--- src/rtl/touch_pkg.sv ---
package touch_pkg;

  // ****************************************
  // Clock and timer
  // ****************************************
  localparam int CLK_NS = 10;
  localparam int TICK_NS = 1000;
  localparam int TICK_CYC = (TICK_NS + CLK_NS - 1) / CLK_NS;
  localparam logic [11:0] DLY0_US = 12'h001;
  localparam logic [11:0] DLY1_US = 12'h00A;
  localparam logic [11:0] DLY2_US = 12'h014;
  localparam logic [11:0] DLY3_US = 12'h028;

  // ****************************************
  // Result storage
  // ****************************************
  localparam int FIFO_BITS = 1024;
  localparam int ENTRY_W = 16;
  localparam int FIFO_DEPTH = FIFO_BITS / ENTRY_W;
  localparam int RES_W = 12;
  localparam int RES_LSB = 4;
  localparam int MEASURE_KIND_TAG_LSB = 2;
  localparam int EVENT_TAG_LSB = 0;

  // ****************************************
  // Register map
  // ****************************************
  localparam logic [3:0] ADDR_CFG = 4'h0;
  localparam logic [3:0] ADDR_TIME = 4'h1;
  localparam logic [3:0] ADDR_SETUP = 4'h2;
  localparam logic [3:0] ADDR_SINGLE = 4'h3;
  localparam logic [3:0] ADDR_COMB = 4'h4;
  localparam logic [3:0] ADDR_FIFO = 4'h5;
  localparam logic [3:0] ADDR_STATUS = 4'h6;
  localparam logic [3:0] ADDR_WINDOW = 4'h7;
  localparam logic [3:0] ADDR_RESULT = 4'h8;

  localparam int CFG_SELF = 0;
  localparam int CFG_EDGE = 1;
  localparam int CFG_LEVEL = 2;
  localparam int CFG_RCLR = 3;
  localparam int CFG_WIN = 4;
  localparam int CFG_PUSEL = 5;
  localparam int CFG_COMB = 6;
  localparam int TIME_FINE = 0;
  localparam int TIME_FAST = 2;
  localparam int TIME_EDGE = 4;
  localparam int TIME_SCAN = 6;
  localparam int TIME_UNTIMED = 8;
  localparam int CMD_HOLD = 0;
  localparam int CMD_KIND = 1;
  localparam int ST_COUNT = 0;
  localparam int ST_FULL = 7;
  localparam int ST_TOUCH = 8;
  localparam int ST_STATE = 9;

  localparam logic [15:0] CFG_RST = 16'h0000;
  localparam logic [15:0] TIME_RST = 16'h0055;
  localparam logic [11:0] WINDOW_RST = 12'h000;

  // ****************************************
  // Codes
  // ****************************************
  localparam logic [1:0] KIND_X = 2'h0;
  localparam logic [1:0] KIND_Y = 2'h1;
  localparam logic [1:0] KIND_ZA = 2'h2;
  localparam logic [1:0] KIND_ZB = 2'h3;
  localparam logic [1:0] EV_INIT = 2'h0;
  localparam logic [1:0] EV_HOLD_SETUP_BIT = 2'h1;
  localparam logic [1:0] EV_REL = 2'h2;

  typedef enum logic [5:0] {
    ST_WATCH = 6'h01,
    ST_FAST_PU = 6'h02,
    ST_FINE_PU = 6'h04,
    ST_SETUP_WAIT = 6'h08,
    ST_CONVERT = 6'h10,
    ST_LOW_POWER = 6'h20
  } scan_state_t;

endpackage

--- src/rtl/result_fifo.sv ---
`timescale 1ns/10ps
module result_fifo #(
  parameter int WIDTH = 16,
  parameter int DEPTH = 64
) (
  input wire logic clk,
  input wire logic rst,
  input wire logic in_valid,
  output logic in_ready,
  input wire logic [WIDTH-1:0] in_data,
  output logic out_valid,
  input wire logic out_ready,
  output logic [WIDTH-1:0] out_data,
  output logic [$clog2(DEPTH+1)-1:0] count
);
  localparam int AW = $clog2(DEPTH);
  localparam int CW = $clog2(DEPTH + 1);

  if (DEPTH < 2 || (1 << AW) != DEPTH) begin : g_bad_depth
    $error("result_fifo depth must be a power of two of at least 2");
  end

  logic [WIDTH-1:0] mem [DEPTH];
  logic [AW-1:0] wr_ptr_r, wr_ptr_nxt, rd_ptr_r, rd_ptr_nxt;
  logic [CW-1:0] count_r, count_nxt;
  logic push, pop;

  assign in_ready = (count_r != CW'(DEPTH));
  assign out_valid = (count_r != '0);
  assign out_data = mem[rd_ptr_r];
  assign count = count_r;

  always_comb begin
    push = in_valid && in_ready;
    pop = out_valid && out_ready;
    wr_ptr_nxt = push ? wr_ptr_r + 1'b1 : wr_ptr_r;
    rd_ptr_nxt = pop ? rd_ptr_r + 1'b1 : rd_ptr_r;
    count_nxt = count_r + CW'(push) - CW'(pop);
  end

  always_ff @(posedge clk) begin
    if (rst) begin
      wr_ptr_r <= '0;
      rd_ptr_r <= '0;
      count_r <= '0;
    end else begin
      wr_ptr_r <= wr_ptr_nxt;
      rd_ptr_r <= rd_ptr_nxt;
      count_r <= count_nxt;
    end
  end

  always_ff @(posedge clk) begin
    if (push) begin
      mem[wr_ptr_r] <= in_data;
    end
  end
endmodule

--- src/rtl/touch_scan_ctrl.sv ---
// The implementer's own choices: the plain strobed port and the placing of the registers.
`timescale 1ns/10ps
module touch_scan_ctrl #(
  parameter int FIFO_DEPTH = touch_pkg::FIFO_DEPTH
) (
  input wire logic clk,
  input wire logic rst,
  input wire logic [3:0] addr,
  input wire logic [15:0] wdata,
  input wire logic wr,
  input wire logic rd,
  output logic [15:0] rdata,
  input wire logic touch_det,
  output logic adc_start,
  input wire logic adc_done,
  input wire logic [11:0] adc_data,
  output logic [1:0] meas_kind,
  output logic xp_drive,
  output logic pullup_en,
  output logic pullup_sel,
  output logic touch_irq_n
);
  localparam int CW = $clog2(FIFO_DEPTH + 1);

  if (FIFO_DEPTH * touch_pkg::ENTRY_W != touch_pkg::FIFO_BITS) begin : g_bad_depth
    $error("touch_scan_ctrl store must hold exactly its documented bit count");
  end

  // ****************************************
  // Pin sync and timer tick
  // ****************************************
  logic touch_meta_r, touch_s_r, touch_prev_r;
  logic [6:0] tick_cnt_r, tick_cnt_nxt;
  logic tick_r, tick_nxt;

  always_ff @(posedge clk) begin
    if (rst) begin
      touch_meta_r <= 1'b0;
      touch_s_r <= 1'b0;
      touch_prev_r <= 1'b0;
    end else begin
      touch_meta_r <= touch_det;
      touch_s_r <= touch_meta_r;
      touch_prev_r <= touch_s_r;
    end
  end

  always_comb begin
    tick_nxt = (tick_cnt_r == 7'(touch_pkg::TICK_CYC - 1));
    tick_cnt_nxt = tick_nxt ? 7'h00 : tick_cnt_r + 7'h01;
  end

  always_ff @(posedge clk) begin
    if (rst) begin
      tick_cnt_r <= 7'h00;
      tick_r <= 1'b0;
    end else begin
      tick_cnt_r <= tick_cnt_nxt;
      tick_r <= tick_nxt;
    end
  end

  function automatic logic [11:0] dly_of(input logic [1:0] sel);
    logic [11:0] us;
    us = touch_pkg::DLY0_US;
    unique case (sel)
      2'h0: us = touch_pkg::DLY0_US;
      2'h1: us = touch_pkg::DLY1_US;
      2'h2: us = touch_pkg::DLY2_US;
      2'h3: us = touch_pkg::DLY3_US;
    endcase
    // One extra tick since the tick phase is arbitrary at load
    return us + 12'h001;
  endfunction

  // ****************************************
  // Configuration registers
  // ****************************************
  logic [15:0] cfg_r, cfg_nxt, time_r, time_nxt;
  logic [11:0] window_r, window_nxt;
  logic self_mode, edge_mode, level_mode, rclr_mode, win_mode;

  assign self_mode = cfg_r[touch_pkg::CFG_SELF];
  assign edge_mode = cfg_r[touch_pkg::CFG_EDGE];
  assign level_mode = cfg_r[touch_pkg::CFG_LEVEL];
  assign rclr_mode = cfg_r[touch_pkg::CFG_RCLR] && self_mode;
  assign win_mode = cfg_r[touch_pkg::CFG_WIN] && self_mode;

  always_comb begin
    cfg_nxt = cfg_r;
    time_nxt = time_r;
    window_nxt = window_r;
    if (wr && addr == touch_pkg::ADDR_CFG) begin
      cfg_nxt = wdata;
    end
    if (wr && addr == touch_pkg::ADDR_TIME) begin
      time_nxt = wdata;
    end
    if (wr && addr == touch_pkg::ADDR_WINDOW) begin
      window_nxt = wdata[11:0];
    end
  end

  always_ff @(posedge clk) begin
    if (rst) begin
      cfg_r <= touch_pkg::CFG_RST;
      time_r <= touch_pkg::TIME_RST;
      window_r <= touch_pkg::WINDOW_RST;
    end else begin
      cfg_r <= cfg_nxt;
      time_r <= time_nxt;
      window_r <= window_nxt;
    end
  end

  // ****************************************
  // Scan sequencer
  // ****************************************
  touch_pkg::scan_state_t state_r, state_nxt;
  logic [11:0] dly_r, dly_nxt;
  logic [1:0] idx_r, idx_nxt, last_r, last_nxt, kind_r, kind_nxt;
  logic hold_r, hold_nxt, auto_r, auto_nxt, wait_r, wait_nxt, first_r, first_nxt;
  logic [11:0] last_x_r, last_x_nxt, last_y_r, last_y_nxt, result_r, result_nxt;
  logic seen_r, seen_nxt, start_nxt;
  logic push, fifo_ready, fifo_valid, pop;
  logic [15:0] push_data, fifo_data;
  logic [CW-1:0] fifo_count;
  logic [1:0] cur_kind, ev_tag;
  logic [11:0] diff;
  logic near;
  logic cmd_ok, setup_cmd, single_cmd, comb_cmd, dly_done;

  assign cur_kind = kind_r + idx_r;
  assign dly_done = (dly_r == 12'h000);
  assign cmd_ok = !self_mode && (state_r == touch_pkg::ST_WATCH
    || state_r == touch_pkg::ST_LOW_POWER || state_r == touch_pkg::ST_SETUP_WAIT);
  assign setup_cmd = wr && addr == touch_pkg::ADDR_SETUP && cmd_ok;
  assign comb_cmd = wr && addr == touch_pkg::ADDR_COMB && cmd_ok;
  assign single_cmd = wr && addr == touch_pkg::ADDR_SINGLE && !self_mode
    && state_r == touch_pkg::ST_SETUP_WAIT;

  always_comb begin
    state_nxt = state_r;
    dly_nxt = (tick_r && !dly_done) ? dly_r - 12'h001 : dly_r;
    idx_nxt = idx_r;
    last_nxt = last_r;
    kind_nxt = kind_r;
    hold_nxt = hold_r;
    auto_nxt = auto_r;
    wait_nxt = wait_r;
    first_nxt = first_r;
    last_x_nxt = last_x_r;
    last_y_nxt = last_y_r;
    seen_nxt = seen_r;
    result_nxt = result_r;
    start_nxt = 1'b0;
    push = 1'b0;
    diff = 12'h000;
    near = 1'b0;
    ev_tag = !touch_s_r ? touch_pkg::EV_REL
      : (first_r ? touch_pkg::EV_INIT : touch_pkg::EV_HOLD_SETUP_BIT);
    push_data = {adc_data, cur_kind, ev_tag};
    unique case (state_r)
      touch_pkg::ST_WATCH: begin
        // Untimed; leaves only on a touch in self mode or a host command
        first_nxt = 1'b1;
        if (self_mode && touch_s_r) begin
          kind_nxt = touch_pkg::KIND_X;
          last_nxt = 2'h1 + cfg_r[touch_pkg::CFG_COMB +: 2];
          auto_nxt = 1'b1;
          hold_nxt = 1'b0;
          state_nxt = touch_pkg::ST_FAST_PU;
          dly_nxt = dly_of(time_r[touch_pkg::TIME_FAST +: 2]);
        end
      end
      touch_pkg::ST_FAST_PU: begin
        if (dly_done) begin
          state_nxt = touch_pkg::ST_FINE_PU;
          dly_nxt = dly_of(time_r[touch_pkg::TIME_FINE +: 2]);
        end
      end
      touch_pkg::ST_FINE_PU: begin
        if (!self_mode && time_r[touch_pkg::TIME_UNTIMED] && !auto_r) begin
          state_nxt = touch_pkg::ST_SETUP_WAIT;
        end else if (dly_done) begin
          state_nxt = auto_r ? touch_pkg::ST_CONVERT : touch_pkg::ST_SETUP_WAIT;
          idx_nxt = 2'h0;
          wait_nxt = 1'b0;
        end
      end
      touch_pkg::ST_SETUP_WAIT: begin
        if (single_cmd) begin
          hold_nxt = wdata[touch_pkg::CMD_HOLD];
          kind_nxt = wdata[touch_pkg::CMD_KIND +: 2];
          last_nxt = 2'h0;
          idx_nxt = 2'h0;
          wait_nxt = 1'b0;
          state_nxt = touch_pkg::ST_CONVERT;
        end
      end
      touch_pkg::ST_CONVERT: begin
        if (!wait_r && (!self_mode || fifo_ready)) begin
          // One conversion in flight, and in self mode a free slot before it starts
          start_nxt = 1'b1;
          wait_nxt = 1'b1;
        end else if (wait_r && adc_done) begin
          wait_nxt = 1'b0;
          first_nxt = !touch_s_r;
          result_nxt = adc_data;
          if (cur_kind == touch_pkg::KIND_X) begin
            diff = adc_data > last_x_r ? adc_data - last_x_r : last_x_r - adc_data;
          end else begin
            diff = adc_data > last_y_r ? adc_data - last_y_r : last_y_r - adc_data;
          end
          near = win_mode && seen_r && diff <= window_r
            && (cur_kind == touch_pkg::KIND_X || cur_kind == touch_pkg::KIND_Y);
          push = self_mode && !near;
          if (push && cur_kind == touch_pkg::KIND_X) begin
            last_x_nxt = adc_data;
          end
          if (push && cur_kind == touch_pkg::KIND_Y) begin
            last_y_nxt = adc_data;
            seen_nxt = 1'b1;
          end
          if (idx_r != last_r) begin
            idx_nxt = idx_r + 2'h1;
          end else if (!self_mode && hold_r) begin
            state_nxt = touch_pkg::ST_SETUP_WAIT;
          end else if (touch_s_r && (self_mode || edge_mode)) begin
            state_nxt = touch_pkg::ST_LOW_POWER;
            dly_nxt = dly_of(time_r[touch_pkg::TIME_SCAN +: 2]);
          end else begin
            state_nxt = touch_pkg::ST_WATCH;
          end
        end
      end
      touch_pkg::ST_LOW_POWER: begin
        if (self_mode && dly_done) begin
          state_nxt = touch_pkg::ST_FAST_PU;
          dly_nxt = dly_of(time_r[touch_pkg::TIME_FAST +: 2]);
        end
      end
      default: begin
        state_nxt = touch_pkg::ST_WATCH;
      end
    endcase
    if (setup_cmd || comb_cmd) begin
      hold_nxt = setup_cmd && wdata[touch_pkg::CMD_HOLD];
      auto_nxt = comb_cmd;
      kind_nxt = setup_cmd ? wdata[touch_pkg::CMD_KIND +: 2] : touch_pkg::KIND_X;
      last_nxt = comb_cmd ? 2'h1 + wdata[1:0] : 2'h0;
      state_nxt = touch_pkg::ST_FAST_PU;
      dly_nxt = dly_of(time_r[touch_pkg::TIME_FAST +: 2]);
    end
  end

  always_ff @(posedge clk) begin
    if (rst) begin
      state_r <= touch_pkg::ST_WATCH;
      dly_r <= 12'h000;
      idx_r <= 2'h0;
      last_r <= 2'h0;
      kind_r <= touch_pkg::KIND_X;
      hold_r <= 1'b0;
      auto_r <= 1'b0;
      wait_r <= 1'b0;
      first_r <= 1'b1;
      last_x_r <= 12'h000;
      last_y_r <= 12'h000;
      seen_r <= 1'b0;
      result_r <= 12'h000;
      adc_start <= 1'b0;
      meas_kind <= touch_pkg::KIND_X;
      xp_drive <= 1'b0;
      pullup_en <= 1'b1;
      pullup_sel <= 1'b0;
    end else begin
      state_r <= state_nxt;
      dly_r <= dly_nxt;
      idx_r <= idx_nxt;
      last_r <= last_nxt;
      kind_r <= kind_nxt;
      hold_r <= hold_nxt;
      auto_r <= auto_nxt;
      wait_r <= wait_nxt;
      first_r <= first_nxt;
      last_x_r <= last_x_nxt;
      last_y_r <= last_y_nxt;
      seen_r <= seen_nxt;
      result_r <= result_nxt;
      adc_start <= start_nxt;
      meas_kind <= kind_nxt + idx_nxt;
      xp_drive <= (state_nxt == touch_pkg::ST_FAST_PU);
      // Pullup off while converting and in low power to save current
      pullup_en <= (state_nxt != touch_pkg::ST_CONVERT)
        && (state_nxt != touch_pkg::ST_LOW_POWER);
      pullup_sel <= cfg_r[touch_pkg::CFG_PUSEL];
    end
  end

  // ****************************************
  // Result store
  // ****************************************
  assign pop = rd && addr == touch_pkg::ADDR_FIFO;

  result_fifo #(
    .WIDTH(touch_pkg::ENTRY_W),
    .DEPTH(FIFO_DEPTH)
  ) u_fifo (
    .clk(clk),
    .rst(rst),
    .in_valid(push),
    .in_ready(fifo_ready),
    .in_data(push_data),
    .out_valid(fifo_valid),
    .out_ready(pop),
    .out_data(fifo_data),
    .count(fifo_count)
  );

  // ****************************************
  // Interrupt and read port
  // ****************************************
  logic [11:0] pulse_r, pulse_nxt;
  logic pend_r, pend_nxt, irq_nxt;
  logic [15:0] rdata_nxt;

  always_comb begin
    pulse_nxt = (tick_r && pulse_r != 12'h000) ? pulse_r - 12'h001 : pulse_r;
    if (!edge_mode || self_mode) begin
      // No pulse left over from another mode may show after a mode change
      pulse_nxt = 12'h000;
    end else if (touch_s_r && !touch_prev_r) begin
      pulse_nxt = dly_of(time_r[touch_pkg::TIME_EDGE +: 2]);
    end
    // New data wins over a read in the same cycle
    pend_nxt = push || (pend_r && !pop);
    if (self_mode) begin
      irq_nxt = rclr_mode ? pend_nxt : (fifo_count != '0 || push);
    end else if (level_mode) begin
      irq_nxt = touch_s_r;
    end else if (edge_mode) begin
      irq_nxt = pulse_nxt != 12'h000;
    end else begin
      irq_nxt = 1'b0;
    end
    rdata_nxt = 16'h0000;
    if (rd) begin
      unique case (addr)
        touch_pkg::ADDR_CFG: rdata_nxt = cfg_r;
        touch_pkg::ADDR_TIME: rdata_nxt = time_r;
        touch_pkg::ADDR_WINDOW: rdata_nxt = {4'h0, window_r};
        touch_pkg::ADDR_FIFO: rdata_nxt = fifo_valid ? fifo_data : 16'h0000;
        touch_pkg::ADDR_RESULT: rdata_nxt = {result_r, meas_kind, 2'h0};
        touch_pkg::ADDR_STATUS: begin
          rdata_nxt[touch_pkg::ST_COUNT +: CW] = fifo_count;
          rdata_nxt[touch_pkg::ST_FULL] = !fifo_ready;
          rdata_nxt[touch_pkg::ST_TOUCH] = touch_s_r;
          rdata_nxt[touch_pkg::ST_STATE +: 6] = state_r;
        end
        default: rdata_nxt = 16'h0000;
      endcase
    end
  end

  always_ff @(posedge clk) begin
    if (rst) begin
      pulse_r <= 12'h000;
      pend_r <= 1'b0;
      touch_irq_n <= 1'b1;
      rdata <= 16'h0000;
    end else begin
      pulse_r <= pulse_nxt;
      pend_r <= pend_nxt;
      touch_irq_n <= !irq_nxt;
      rdata <= rdata_nxt;
    end
  end
endmodule

--- config.mk ---
export PLATFORM = sky130hd
export DESIGN_NAME = touch_scan_ctrl
export DESIGN_NICKNAME = d
export VERILOG_FILES = /design/src/rtl/touch_pkg.sv /design/src/rtl/result_fifo.sv /design/src/rtl/touch_scan_ctrl.sv
export SDC_FILE = /design/constraint.sdc
export NUM_CORES = 1
export LEC_CHECK = 0
export ABC_CLOCK_PERIOD_IN_PS = 6800
export BUFFER_PORTS_ARGS = -buffer_cell sky130_fd_sc_hd__buf_4
export CAP_MARGIN = 20
export CORE_UTILIZATION = 57
export DETAILED_ROUTE_END_ITERATION = 6
export HOLD_SLACK_MARGIN = 0.1
export PLACE_DENSITY_LB_ADDON = 0.08
export SKIP_LAST_GASP = 1
export SLEW_MARGIN = 10
export SYNTH_ARGS = -nofsm -noshare
export SYNTH_HDL_FRONTEND = slang
export SYNTH_SLANG_ARGS = --single-unit
--- constraint.sdc ---
create_clock -name clk -period 6.8 [get_ports clk]
set_input_delay 1.36 -clock clk [delete_from_list [all_inputs] [get_ports clk]]
set_output_delay 1.36 -clock clk [all_outputs]
set_load 0.01 [all_outputs]
==> results.md <==
- Setup repair after global routing left no endpoint under its margin.
- The final routed wirelength across all metal layers is 130.1 mm.
- The number of core rows is 108.
- The final worst-path cycle share is 90.71%.
- The clock skew after layout is 0.02678 ns.
- The floorplan step defined a die boundary enclosing 0.08921 mm2.
- In this run the mean area of a mapped cell was 16.86 um2.
- The first detailed-routing pass ran for 6 iterations.
- The post-route netlist has 24.58% of its cells at a drive strength greater than 1.
- Dividing total power by cell area gives a power density of 259.9 mW/mm2.
- Summed over all cells, the static leakage comes to 18.67 nW.
- In the final routed layout, each cell accounts on average for 29.30 um.
- The end of the worst register-to-register path is u_fifo.count[6]$_SDFF_PP0_.
- The total number of cells along the worst setup path is 28.
- Setup violations remaining at the end of the flow were counted as 0.
- Entering global routing, the biggest net connects 69 pins.
- The worst-case vdd ir drop is 0.2599 mV.
- The number of filler instances in the final layout is 5916.
- The number of vias after detailed routing is 28200.
- Counting flops with an async set or reset pin after synthesis yields a share of 0%.
- In the synthesized netlist the dominant register cell turns out to be sky130_fd_sc_hd__edfxtp_1.
- The buffer and inverter count on the worst path is 4.
- The hold slack is 0.4437 ns.
- The number of different library cells used by synthesis comes to 77.
- Prior to clock tree synthesis, the placed netlist has a worst setup slack of -0.04717 ns.
- The smallest clock period supported by the final layout is computed as 6.168 ns.
- The mapped netlist covers 0.05017 mm2.
- In this run the most critical hold path is launched from touch_meta_r$_SDFF_PP0_.
- The cell family contributing the most delay on the critical path is compound AO/OA/AOI/OAI gates.
- The CTS clock-pin slew for the worst setup and hold paths is 0.06 ns.
- The multi-input combinational cells in the finished layout cover a total of 0.01494 mm2.
- The transition time at the pin with the least slew margin is 1.038 ns.
- The sequential cell area is 0.03439 mm2.
- After detailed routing, the number of remaining DRC violations is 0.
- Input and output buffers added on the ports amount to 60.
- After the first detailed-routing iteration, the DRC count stood at 3110.
- The final total negative setup slack is 0 ns.
- The most common library cell in the layout ignoring fill and taps is sky130_fd_sc_hd__edfxtp_1.
- The largest driver fanout on the critical path is 3.
- The final worst slack is 0.6318 ns.
- Using the TritonRoute via totals, the vias-per-cell ratio works out to 6.352.
- The number of hold-slack violations in the final timing report is 0.
- The worst setup path is of the input port to flip-flop kind.
- After synthesis the netlist holds a flip-flop and latch count of 1205.
- TritonCTS built the clock tree.
- The count of pins on the block boundary is 61.
- The portion of the post-synthesis area used by sequential elements is 68.51%.
- Among all stages on the critical path, the largest delay is contributed by sky130_fd_sc_hd__fa_1.
- In this run the remaining antenna-violating nets after routing total 0.
- At the worst endpoint, the arrival time is 6.74 ns.
- Once the floorplan was initialized, standard cells occupied 57.65% of the core.
- Summed over all nets, the half-perimeter wirelength after detailed placement is 83.85 mm.
- After clock tree synthesis, the setup repair step added 0 buffers.
- The remaining global-route overflow is 0.
- The max-cap violation count is 0.
- The total area inside the core boundary comes to 0.08702 mm2.
- The number of buffers inserted during clock tree synthesis is 116.
- The die is 298.7 um wide.
- The worst hold endpoint is touch_s_r$_SDFF_PP0_.
- Yosys printed 0 warnings.
- The class of the most critical hold timing path is flip-flop to flip-flop.
- The largest stage delay on the critical path is 0.42 ns.
- After the last flow step, the layout net total stands at 3305.
- Total power for the finished layout comes to 14.94 mW.
- Synthesis produced a netlist with a net count of 3094.
- The number of enable-type register cells in the synthesized netlist is 1024.
- The number of slew-limit violations in the final report is 0.
- STA classifies the critical path endpoint as a flip-flop.
- The clock reaches the later pin of the worst-skew pair after 0.71 ns.
- The worst hold path cell count is 1.
- The area growth from synthesis to layout is 14.60%.
- The maximum clock insertion buffer count is 3.
- The global-route wire length before repair is 191.2 mm.
- The vertical extent of the die is 298.7 um.
- The number of global-route vias before repair came to 28090.
- Post-CTS repair changed the size of 0 cells.
- The number of buffers added to fix hold violations after cts is 0.
- The final RePlAce weighted congestion is 0.9157.
- The number of cells on the worst reg-to-reg path is 26.
- For the worst setup path, the data required time is 7.37 ns.
- The global router's overall resource usage is 29.68%.
- CTS built an H-tree with a depth of 3.
- Synthesis produced a netlist whose cell count is 2976.
- The run finished with clean final reports.
- The root cell of the clock tree is sky130_fd_sc_hd__clkbuf_16.
- The startpoint of the lowest-slack register-to-register path is last_y_r[0]$_SDFFE_PP0P_.
- The worst pin sits at a relative slew slack of 30.76%.
- For this design, the sink count on the clock tree is 1205.
- The cell type with the highest occurrence count on the critical path is sky130_fd_sc_hd__nor2_1.
- The worst reg-to-reg setup slack is 1.19 ns.
- The number of antenna violations at the first check in global routing is 2.
- Based on the critical path, the design can be clocked at up to 162.1 MHz.
- The top cell types in the final layout, fill and taps aside, are 1024 x sky130_fd_sc_hd__edfxtp_1, 320 x sky130_fd_sc_hd__mux4_2, 196 x sky130_fd_sc_hd__buf_4.
- The sort of element at the start of the critical path is an input port.
[per-stage QoR]
step / instances / util, % / area (um2)
after global placement: 4223 / 61.86 / 53830
after CTS: 4437 / 66.06 / 57490
after floorplan: 2976 / - / 50170
after global routing: 4438 / 66.07 / 57500
final: 4439 / 66.07 / 57500
after detailed placement: 4223 / 61.86 / 53830
[sequential cells by signal, indices dropped and copies added (netlist names), 16 cells and up, named ones only]
signal / flops
cfg_r: 16
rdata: 16
time_r: 16
u_fifo.mem: 1024
[cells in the mapped netlist (5+ instances only)]
library cell,number,area [um2]
sky130_fd_sc_hd__o22ai_1,9,56.30
sky130_fd_sc_hd__or2_2,7,43.79
sky130_fd_sc_hd__clkbuf_1,124,465.5
sky130_fd_sc_hd__nor3b_1,7,52.55
sky130_fd_sc_hd__o21bai_1,5,37.54
sky130_fd_sc_hd__o21ai_0,85,425.4
sky130_fd_sc_hd__fa_1,5,100.1
sky130_fd_sc_hd__inv_1,78,292.8
sky130_fd_sc_hd__nor4_1,15,93.84
sky130_fd_sc_hd__a22o_1,6,52.55
sky130_fd_sc_hd__mux2_2,12,135.1
sky130_fd_sc_hd__buf_1,40,150.1
sky130_fd_sc_hd__a21o_1,23,172.7
sky130_fd_sc_hd__a31oi_1,16,100.1
sky130_fd_sc_hd__nand3b_1,9,67.56
sky130_fd_sc_hd__o211ai_1,15,112.6
sky130_fd_sc_hd__mux4_2,320,7207
sky130_fd_sc_hd__a21oi_1,147,735.7
sky130_fd_sc_hd__xor2_1,23,201.4
sky130_fd_sc_hd__a211oi_1,6,45.04
sky130_fd_sc_hd__o21a_1,6,45.04
sky130_fd_sc_hd__and2_1,8,50.05
sky130_fd_sc_hd__or3_1,10,62.56
sky130_fd_sc_hd__xnor2_1,33,289.0
sky130_fd_sc_hd__nor2_1,175,656.9
sky130_fd_sc_hd__edfxtp_1,1024,30750
sky130_fd_sc_hd__nand4_1,18,112.6
sky130_fd_sc_hd__o22a_1,11,96.34
sky130_fd_sc_hd__mux2i_1,62,620.6
sky130_fd_sc_hd__nor2b_1,31,193.9
sky130_fd_sc_hd__and3_1,8,50.05
sky130_fd_sc_hd__dfxtp_1,181,3623
sky130_fd_sc_hd__a22oi_1,14,105.1
sky130_fd_sc_hd__nand2b_1,15,93.84
sky130_fd_sc_hd__nor4b_1,5,43.79
sky130_fd_sc_hd__nand3_1,62,310.3
sky130_fd_sc_hd__nand2_1,173,649.4
sky130_fd_sc_hd__nor3_1,27,135.1
sky130_fd_sc_hd__a221oi_1,17,148.9
sky130_fd_sc_hd__ha_1,75,938.4
[final cells by class]
class,instances,area share (%)
multi-input cells,1525,25.98
flip-flops and latches,1205,59.81
inverters,78,0.5092
well taps,1155,2.513
repair buffers,261,4.822
clock buffers,152,5.469
clock inverters,62,0.8878
diodes,1,0.004352
[cell families after synthesis]
| family | count (synthesis) | share of synthesized area (%) |
|---|---|---|
| flops | 1205 | 68.51 |
| simple gates | 596 | 5.731 |
| compound gates | 398 | 4.950 |
| mux | 395 | 15.90 |
| buf+inv | 246 | 1.863 |
| fa+ha+maj | 80 | 2.070 |
| xor+xnor | 56 | 0.9776 |
[how the worst max path moves through the flow]
| stage | slack, ns | endpoint | start |
|---|---|---|---|
| final | 0.63 | u_fifo.count[6]$_SDFF_PP0_ | adc_data[0] |
| after global routing | 0.29 | u_fifo.count[6]$_SDFF_PP0_ | adc_data[0] |
| after global placement | -0.04 | u_fifo.count[6]$_SDFF_PP0_ | adc_data[0] |
| after floorplan | 0.04 | u_fifo.count[6]$_SDFF_PP0_ | adc_data[0] |
| after detailed placement | -0.05 | u_fifo.count[6]$_SDFF_PP0_ | adc_data[0] |
| after CTS | 0.71 | u_fifo.mem[15][12]$_DFFE_PP_ | adc_data[0] |
[power breakdown]
part           switching (mW)  internal (mW)  total [mW]
Combinational           0.423          0.266       0.688
Clock                    2.71           3.51        6.22
Sequential             0.0313           8.00        8.03
Total                    3.16           11.8        14.9
[per-layer routing]
layer	up-vias	wire length, um	global-route usage, %
li1	12220	-	-
met1	14650	54280	43.02
met2	1125	62870	47.26
met3	199	9686	5.016
met4	2	3223	7.814
met5	-	13	0
No activity file was read; power rests on OpenSTA's default activity.
